File: config.mk
export PLATFORM = sky130hd
export DESIGN_NAME = completion_credit_tracker
export DESIGN_NICKNAME = d
export VERILOG_FILES = /design/src/common/cpl_credit_pkg.sv /design/src/boundary_counter.sv /design/src/completion_credit_tracker.sv
export SDC_FILE = /design/constraint.sdc
export NUM_CORES = 1
export LEC_CHECK = 0
export BUFFER_PORTS_ARGS = -buffer_cell sky130_fd_sc_hd__buf_2
export CORE_ASPECT_RATIO = 1.5
export CORE_MARGIN = 1.5
export CORE_UTILIZATION = 39
export CTS_CLUSTER_SIZE = 8
export DETAILED_ROUTE_END_ITERATION = 7
export PLACE_DENSITY = 0.57
export SLEW_MARGIN = 40
export SYNTH_ARGS = -nofsm -noshare
export SYNTH_HDL_FRONTEND = slang
export SYNTH_SLANG_ARGS = --single-unit
File: constraint.sdc
create_clock -name MCLK -period 13.7 [get_ports MCLK]
set_clock_uncertainty 0.15 [all_clocks]
set_input_delay 1.37 -clock MCLK [delete_from_list [all_inputs] [get_ports MCLK]]
set_output_delay 1.37 -clock MCLK [all_outputs]
set_load 0.03 [all_outputs]
File: src/common/cpl_credit_pkg.sv
// constants and types for the completion credit tracker
// assumes one user clock domain shared with the endpoint core's request and completion streams
package cpl_credit_pkg;
  localparam int ADDR_W = 12;
  localparam int LEN_W = 13;
  localparam int TAG_W = 8;
  localparam int HDR_W = 8;
  localparam int DATA_W = 12;
  localparam int BLOCK_BYTES = 16;
  localparam int BLOCK_SHIFT = 4;
  localparam int RCB_SMALL_BYTES = 64;
  localparam int RCB_LARGE_BYTES = 128;
  localparam int RCB_SMALL_SHIFT = 6;
  localparam int RCB_LARGE_SHIFT = 7;
  localparam int DW_BYTES = 4;
  localparam int QW_BYTES = 8;
  localparam logic [1:0] SCALE_BLOCK = 2'h0;
  localparam logic [1:0] SCALE_QW = 2'h1;
  localparam logic [1:0] SCALE_DW = 2'h2;
  localparam logic [HDR_W-1:0] HDR_ZERO = 8'h00;
  localparam logic [DATA_W-1:0] DATA_ZERO = 12'h000;

  typedef enum logic [1:0] {
    REQ_MEM_READ = 2'b00,
    REQ_IO_READ = 2'b01,
    REQ_IO_WRITE = 2'b10
  } req_type_t;

  typedef enum logic [1:0] {
    CPL_IDLE = 2'b00,
    CPL_DATA = 2'b01
  } cpl_state_t;
endpackage

File: src/boundary_counter.sv
// ceiling-of-span counter: blocks touched by a byte span at a given address
// assumes the span length is at least one byte; pure combinational
`timescale 1ns/1ps
`default_nettype none
module boundary_counter
  import cpl_credit_pkg::*;
(
  input wire logic [ADDR_W-1:0] addr,
  input wire logic [LEN_W-1:0] len,
  input wire logic [3:0] shift,
  output logic [LEN_W-1:0] blocks
);
  logic [LEN_W+ADDR_W-1:0] span;
  logic [LEN_W+ADDR_W-1:0] mask;
  logic [LEN_W+ADDR_W-1:0] offs;
  logic [LEN_W+ADDR_W-1:0] total;
  always_comb begin
    mask = ({(LEN_W+ADDR_W){1'b1}} << shift);
    offs = {{LEN_W{1'b0}}, addr} & ~mask;
    span = offs + {{ADDR_W{1'b0}}, len};
    // round up to whole blocks
    total = (span + ~mask) >> shift;
    blocks = total[LEN_W-1:0];
  end
endmodule
`default_nettype wire

File: src/completion_credit_tracker.sv
// completion credit tracker, fine-grained data method with tag-based type policy
// assumes request and completion strobes are one-cycle pulses on MCLK from same-domain logic;
// the boundary select arrives from configuration status and is synchronised here
`timescale 1ns/1ps
`default_nettype none
module completion_credit_tracker
  import cpl_credit_pkg::*;
(
  input wire logic MCLK,
  input wire logic NRST,
  input wire logic CE,
  input wire logic RCB_SELECT,
  input wire logic USE_RUNNING_ADDR,
  input wire logic [1:0] DATA_SCALE,
  input wire logic [HDR_W-1:0] HEADER_CREDIT_TOTAL,
  input wire logic [DATA_W-1:0] DATA_CREDIT_TOTAL,
  input wire logic REQ_VALID,
  input wire logic [1:0] REQ_TYPE,
  input wire logic [ADDR_W-1:0] REQ_ADDR,
  input wire logic [LEN_W-1:0] REQ_SIZE,
  input wire logic [TAG_W-1:0] REQ_TAG,
  input wire logic CPL_START,
  input wire logic [TAG_W-1:0] CPL_TAG,
  input wire logic [ADDR_W-1:0] CPL_LOWER_ADDR,
  input wire logic [LEN_W-1:0] CPL_LENGTH,
  input wire logic CPL_BEAT,
  input wire logic CPL_BEAT_QW,
  input wire logic CPL_END,
  output logic REQ_READY,
  output logic REQ_SENT,
  output logic [HDR_W-1:0] PENDING_HEADER,
  output logic [DATA_W-1:0] PENDING_DATA
);
  // ----------------------------------------------------------------
  // boundary select synchroniser
  // ----------------------------------------------------------------
  logic rcb_meta_r;
  logic rcb_sync_r;
  always_ff @(posedge MCLK) begin
    if (!NRST) begin
      rcb_meta_r <= 1'b0;
      rcb_sync_r <= 1'b0;
    end else if (CE) begin
      rcb_meta_r <= RCB_SELECT;
      rcb_sync_r <= rcb_meta_r;
    end
  end

  function automatic logic [3:0] rcb_shift(input logic sel);
    rcb_shift = sel ? 4'(RCB_LARGE_SHIFT) : 4'(RCB_SMALL_SHIFT);
  endfunction

  // data unit shift: 16-byte block, quadword or doubleword
  function automatic logic [3:0] unit_shift(input logic [1:0] scale);
    case (scale)
      SCALE_QW: unit_shift = 4'($clog2(QW_BYTES));
      SCALE_DW: unit_shift = 4'($clog2(DW_BYTES));
      default: unit_shift = 4'(BLOCK_SHIFT);
    endcase
  endfunction

  logic [3:0] hdr_shift;
  logic [3:0] dat_shift;
  assign hdr_shift = rcb_shift(rcb_sync_r);
  assign dat_shift = unit_shift(DATA_SCALE);

  // ----------------------------------------------------------------
  // request side need
  // ----------------------------------------------------------------
  logic [LEN_W-1:0] req_hdr_blocks;
  logic [LEN_W-1:0] req_dat_blocks;
  boundary_counter u_req_hdr (
    .addr(REQ_ADDR), .len(REQ_SIZE), .shift(hdr_shift), .blocks(req_hdr_blocks));
  boundary_counter u_req_dat (
    .addr(REQ_ADDR), .len(REQ_SIZE), .shift(dat_shift), .blocks(req_dat_blocks));

  logic [HDR_W:0] request_header_need;
  logic [DATA_W:0] request_data_need;
  always_comb begin
    request_header_need = (HDR_W+1)'(req_hdr_blocks);
    case (REQ_TYPE)
      // I/O read holds one data unit
      REQ_IO_READ: request_data_need = (DATA_W+1)'(1);
      REQ_IO_WRITE: request_data_need = '0;
      default: request_data_need = (DATA_W+1)'(req_dat_blocks);
    endcase
  end

  // ----------------------------------------------------------------
  // tag table
  // ----------------------------------------------------------------
  logic [1:0] tag_type_r [0:(1<<TAG_W)-1];
  logic [HDR_W-1:0] pending_header_credits_r;
  logic [DATA_W-1:0] pending_data_credits_r;
  logic [HDR_W:0] hdr_sum;
  logic [DATA_W:0] dat_sum;
  logic admit;
  assign hdr_sum = {1'b0, pending_header_credits_r} + request_header_need;
  assign dat_sum = {1'b0, pending_data_credits_r} + request_data_need;
  // strict credit check; failing request simply waits
  assign admit = REQ_VALID && (hdr_sum < {1'b0, HEADER_CREDIT_TOTAL})
                 && (dat_sum < {1'b0, DATA_CREDIT_TOTAL});

  always_ff @(posedge MCLK) begin
    if (CE && admit) begin
      tag_type_r[REQ_TAG] <= REQ_TYPE;
    end
  end

  // ----------------------------------------------------------------
  // completion side frees
  // ----------------------------------------------------------------
  logic [LEN_W-1:0] cpl_hdr_blocks;
  logic [LEN_W-1:0] cpl_dat_blocks;
  boundary_counter u_cpl_hdr (
    .addr(CPL_LOWER_ADDR), .len(CPL_LENGTH), .shift(hdr_shift), .blocks(cpl_hdr_blocks));
  boundary_counter u_cpl_dat (
    .addr(CPL_LOWER_ADDR), .len(CPL_LENGTH), .shift(dat_shift), .blocks(cpl_dat_blocks));

  logic [1:0] cpl_type;
  assign cpl_type = tag_type_r[CPL_TAG];

  // running address alternative
  cpl_state_t state_r;
  logic [ADDR_W-1:0] running_completion_address_r;
  logic [ADDR_W-1:0] run_next;
  logic [ADDR_W-1:0] step;
  logic hdr_roll;
  logic dat_roll;
  logic [ADDR_W-1:0] hdr_mask;
  logic [ADDR_W-1:0] dat_mask;
  always_comb begin
    step = CPL_BEAT_QW ? ADDR_W'(QW_BYTES) : ADDR_W'(DW_BYTES);
    run_next = running_completion_address_r + step;
    hdr_mask = ADDR_W'({ADDR_W{1'b1}} << hdr_shift);
    dat_mask = ADDR_W'({ADDR_W{1'b1}} << dat_shift);
    hdr_roll = ((run_next & hdr_mask) != (running_completion_address_r & hdr_mask));
    dat_roll = ((run_next & dat_mask) != (running_completion_address_r & dat_mask));
  end
  logic in_run;
  assign in_run = USE_RUNNING_ADDR && (state_r == CPL_DATA) && CPL_BEAT && !CPL_END;

  // load at start, advance per beat
  always_ff @(posedge MCLK) begin
    if (!NRST) begin
      state_r <= CPL_IDLE;
      running_completion_address_r <= '0;
    end else if (CE) begin
      case (state_r)
        CPL_IDLE: begin
          if (CPL_START && !CPL_END) begin
            state_r <= CPL_DATA;
            running_completion_address_r <= CPL_LOWER_ADDR;
          end
        end
        CPL_DATA: begin
          if (CPL_END) begin
            state_r <= CPL_IDLE;
          end else if (CPL_BEAT) begin
            running_completion_address_r <= run_next;
          end
        end
        default: state_r <= CPL_IDLE;
      endcase
    end
  end

  logic [HDR_W:0] hdr_free;
  logic [DATA_W:0] dat_free;
  always_comb begin
    hdr_free = '0;
    dat_free = '0;
    if (CPL_START) begin
      // header freed at start (and per crossing when computed)
      hdr_free = USE_RUNNING_ADDR ? (HDR_W+1)'(1) : (HDR_W+1)'(cpl_hdr_blocks);
      // data freed at start (and per data unit when computed)
      if (cpl_type == REQ_IO_WRITE) begin
        dat_free = '0;
      end else if (cpl_type == REQ_IO_READ) begin
        dat_free = (DATA_W+1)'(1);
      end else begin
        dat_free = USE_RUNNING_ADDR ? (DATA_W+1)'(1) : (DATA_W+1)'(cpl_dat_blocks);
      end
    end else if (in_run) begin
      // rollover not at end frees a header credit
      hdr_free = (HDR_W+1)'(hdr_roll);
      // data-unit rollover (16, 8 or 4 bytes per DATA_SCALE) frees a data unit for memory reads
      dat_free = (cpl_type == REQ_MEM_READ) ? (DATA_W+1)'(dat_roll) : '0;
    end
  end

  // ----------------------------------------------------------------
  // pending counters
  // ----------------------------------------------------------------
  logic [HDR_W+1:0] hdr_nxt;
  logic [DATA_W+1:0] dat_nxt;
  always_comb begin
    hdr_nxt = {1'b0, hdr_sum} - {1'b0, hdr_free};
    if (!admit) hdr_nxt = {2'b00, pending_header_credits_r} - {1'b0, hdr_free};
    dat_nxt = {1'b0, dat_sum} - {1'b0, dat_free};
    if (!admit) dat_nxt = {2'b00, pending_data_credits_r} - {1'b0, dat_free};
  end

  // counters cleared by reset; clamp at zero
  always_ff @(posedge MCLK) begin
    if (!NRST) begin
      pending_header_credits_r <= HDR_ZERO;
      pending_data_credits_r <= DATA_ZERO;
    end else if (CE) begin
      pending_header_credits_r <= hdr_nxt[HDR_W+1] ? HDR_ZERO : hdr_nxt[HDR_W-1:0];
      pending_data_credits_r <= dat_nxt[DATA_W+1] ? DATA_ZERO : dat_nxt[DATA_W-1:0];
    end
  end

  // ----------------------------------------------------------------
  // outputs
  // ----------------------------------------------------------------
  always_ff @(posedge MCLK) begin
    if (!NRST) begin
      REQ_SENT <= 1'b0;
      REQ_READY <= 1'b0;
      PENDING_HEADER <= HDR_ZERO;
      PENDING_DATA <= DATA_ZERO;
    end else if (CE) begin
      REQ_SENT <= admit;
      REQ_READY <= admit;
      PENDING_HEADER <= pending_header_credits_r;
      PENDING_DATA <= pending_data_credits_r;
    end
  end
endmodule
`default_nettype wire

==> summary.md <==
| Metric | Value |
|---|---|
| Crit end category | flip-flop |
| Routed wire per std cell | 23.4 um |
| Initial core utilization | 39.6% |
| Largest family of logic cells by synthesized area | multiplexers |
| Mapped Area | 28400 um2 |
| Register area share after synthesis | 57.8% |
| IO Count | 122 |
| Port-buffer cells | 112 |
| WP data arrival | 10.69 ns |
| Pwr/cell area | 144 nW/um2 |
| Leak | 11.3 nW |
| Final setup TNS | 0 ns |
| CP max FO | 27 |
| GRT Total Usage | 20.3% |
| Final GP Congestion | 0.888 |
| H-tree levels | 3 |
| Grt met2 use | 38.2% |
| Final-report hold violation count | 0 |
| DRC viols | 0 |
| Kind of critical path | primary input to flip-flop |
| Syn-to-layout area delta | 13.0% |
| Grt peak-use layer | met2 |
| TritonCTS clock tree | done |
| Most frequent CP cell | ha_1 |
| Antenna Nets Post-Route | 0 |
| Final Power | 4.61 mW |
| Die Y | 333 um |
| Initial antenna violation count | 3 |
| Final HPWL DP | 53.2 mm |
| CTS Buf Count | 80 |
| Slew HR | 40.0% |
| Min Tclk post-route | 10.35 ns |
| Iteration-0 DRC Markers | 1213 |
| First-pass GRT wire length | 113 mm |
| HP Start | pending_header_credits_r[3]$_SDFFE_PN0P_ |
| Clk sinks | 562 |
| Antenna Cells | 0 |
| Total gr overflow | 0 |
| CORE AREA | 71600 um2 |
| Clk buf depth | 3 |
| Status | complete, no violations |
| Post-Syn Instances | 2200 |
| Main synth FF type | edfxtp_1 |
| Avg Inst Size Synth | 12.9 um2 |
| Most common cell after layout, fill and taps aside | edfxtp_1 |
| Via density | 5.58 |
| Drt pass-1 iters | 7 |
| Post-layout nets | 2520 |
| Async S/R FF share, synth | 0% |
| Routed vias | 18100 |
| Post-CTS Hold Buffers | 0 |
| CTS resizes | 0 |
| Largest net degree at the start of global routing | 122 |
| Crit share post-route | 75.6% |
| Met1 usage | 21.5% |
| Commonest non-fill, non-tap cells in the layout | 512 x edfxtp_1, 334 x nor2_1, 145 x nand2_1 |
| Least-Margin Pin Slew | 0.893 ns |
| DRT Wirelength | 76.0 mm |
| CP startpoint | DATA_SCALE[0] |
| Synth Area in XOR/XNOR | 1.64% |
| Worst-path clk slew | 0.05 ns |
| Ys Warns | 0 |
| Synth Area in Simple Gates | 11.2% |
| Clk root buf | clkbuf_16 |
| Worst-skew pair later-pin latency | 0.63 ns |
| Fraction of layout cells with a size suffix above 1 | 16.3% |
| Rows | 120 |
| RSZ-0062 raised after global routing | false |
| Worst min path class | flip-flop to flip-flop |
| Slowest stage cell, crit path | fa_1 |
| Synthesis-stage register bit count | 562 |
| Postcts setup bufs | 0 |
| Max-slew violations | 0 |
| Post-synth net total | 2414 |
| Setup violators final | 0 |
| Finished Core Util | 44.8% |
| VDD IR max | 0.000116 V |
| WP buf/inv | 5 |
| Met3 usage | 3.44% |
| Startpoint class of the critical path | primary input |
| Post-synthesis adder-cell area fraction | 5.52% |
| Max stage delay on crit path | 0.44 ns |
| Die W | 223 um |
| Die Area | 74400 um2 |
| Cell variety after synth | 83 |
| Compound-Gate Fraction of Synth Area | 7.56% |
| Vias in the first global route | 19000 |
| Max cap viols | 0 |
| Fmax achieved | 96.6 MHz |
| Reg-to-reg startpoint | rcb_sync_r$_SDFFE_PN0P_ |
| Post-synthesis mux area share | 12.8% |
| EDFF count, synth | 512 |
| Worst path required time | 14.03 ns |
| Delay-heaviest family, CP | compound AO/OA/AOI/OAI gates |
[registers in the layout, indices dropped and copies added (netlist names), 6 cells and up]
register,count
running_completion_address_r,6
PENDING_DATA,12
PENDING_HEADER,8
pending_data_credits_r,12
tag_type_r,512
pending_header_credits_r,8
[layout make-up]
type / count / area (um2)
fillers: 6522 / 39600
flip-flops and latches: 562 / 16400
multi-input cells: 1410 / 11000
clock buffers: 102 / 2110
well taps: 915 / 1140
repair buffers: 141 / 852
inverters: 111 / 417
clock inverters: 6 / 139
[power by group]
part	internal, mW	switching, mW	total, mW
Clock	1.07	0.719	1.79
Combinational	0.364	0.535	0.899
Sequential	1.90	0.0242	1.92
Total	3.33	1.28	4.61
[path summary, 6_finish.rpt]
kind / to / slack, ns / cells past startpoint
worst max-delay path: pending_data_credits_r[9]$_SDFFE_PN0P_ / 3.35 / 43
worst min-delay path: pending_header_credits_r[3]$_SDFFE_PN0P_ / 0.35 / 2
worst max register to register: pending_data_credits_r[9]$_SDFFE_PN0P_ / 4.72 / 36
worst min register to register: pending_header_credits_r[3]$_SDFFE_PN0P_ / 0.35 / 2
[worst min-delay path: stages, from the launching register on]
cell     delay, ns
dfxtp_1       0.33
nand2_1       0.07
o31ai_1       0.05
[synthesized netlist by cell type, types with 14 or more instances]
cell type  count  area, um2
a21oi_1       55        275
ha_1          97       1210
o21ai_0       52        260
nand2_1      145        544
a22oi_1       35        263
inv_1        109        409
buf_4         14        105
o211ai_1      15        113
xnor2_1       33        289
mux2_2        18        203
a21boi_0      20        150
edfxtp_1     512      15400
fa_1          17        340
nor2_1       335       1260
a31oi_1       16        100
nor2b_1       43        269
nand2b_1      33        206
nand3_1       45        225
mux4_2       108       2430
xor2_1        20        175
nor3_1        25        125
a21o_1        27        203
clkbuf_1      69        259
and3_1        17        106
dfxtp_1       50       1000
mux2i_1      100       1000
[per-stage QoR]
| step | instances | area [um2] | setup slack [ns] | hold slack [ns] |
|---|---|---|---|---|
| 2_1_floorplan | 2200 | 28400 | 3.53 | 0.312 |
| 3_3_place_gp | 3136 | 29700 | 2.62 | 0.337 |
| 3_5_place_dp | 3138 | 29800 | 2.53 | 0.347 |
| 4_1_cts | 3246 | 32000 | 3.17 | 0.356 |
| 5_1_grt | 3247 | 32100 | 2.66 | 0.378 |
| 6_report | 3247 | 32100 | 3.35 | 0.353 |
[per-layer routing]
metal | part of all wire (%) | vias up
li1 | - | 8377
met1 | 36 | 8939
met2 | 54 | 621
met3 | 5.5 | 173
met4 | 5.0 | 2
met5 | 0.014 | -
[kinds of logic after synthesis]
family | after synthesis
buf+inv | 228
xor+xnor | 53
other cells | 2
fa+ha+maj | 115
compound gates | 310
flops | 562
simple gates | 704
mux | 226
(Power assumes the default switching activity.)
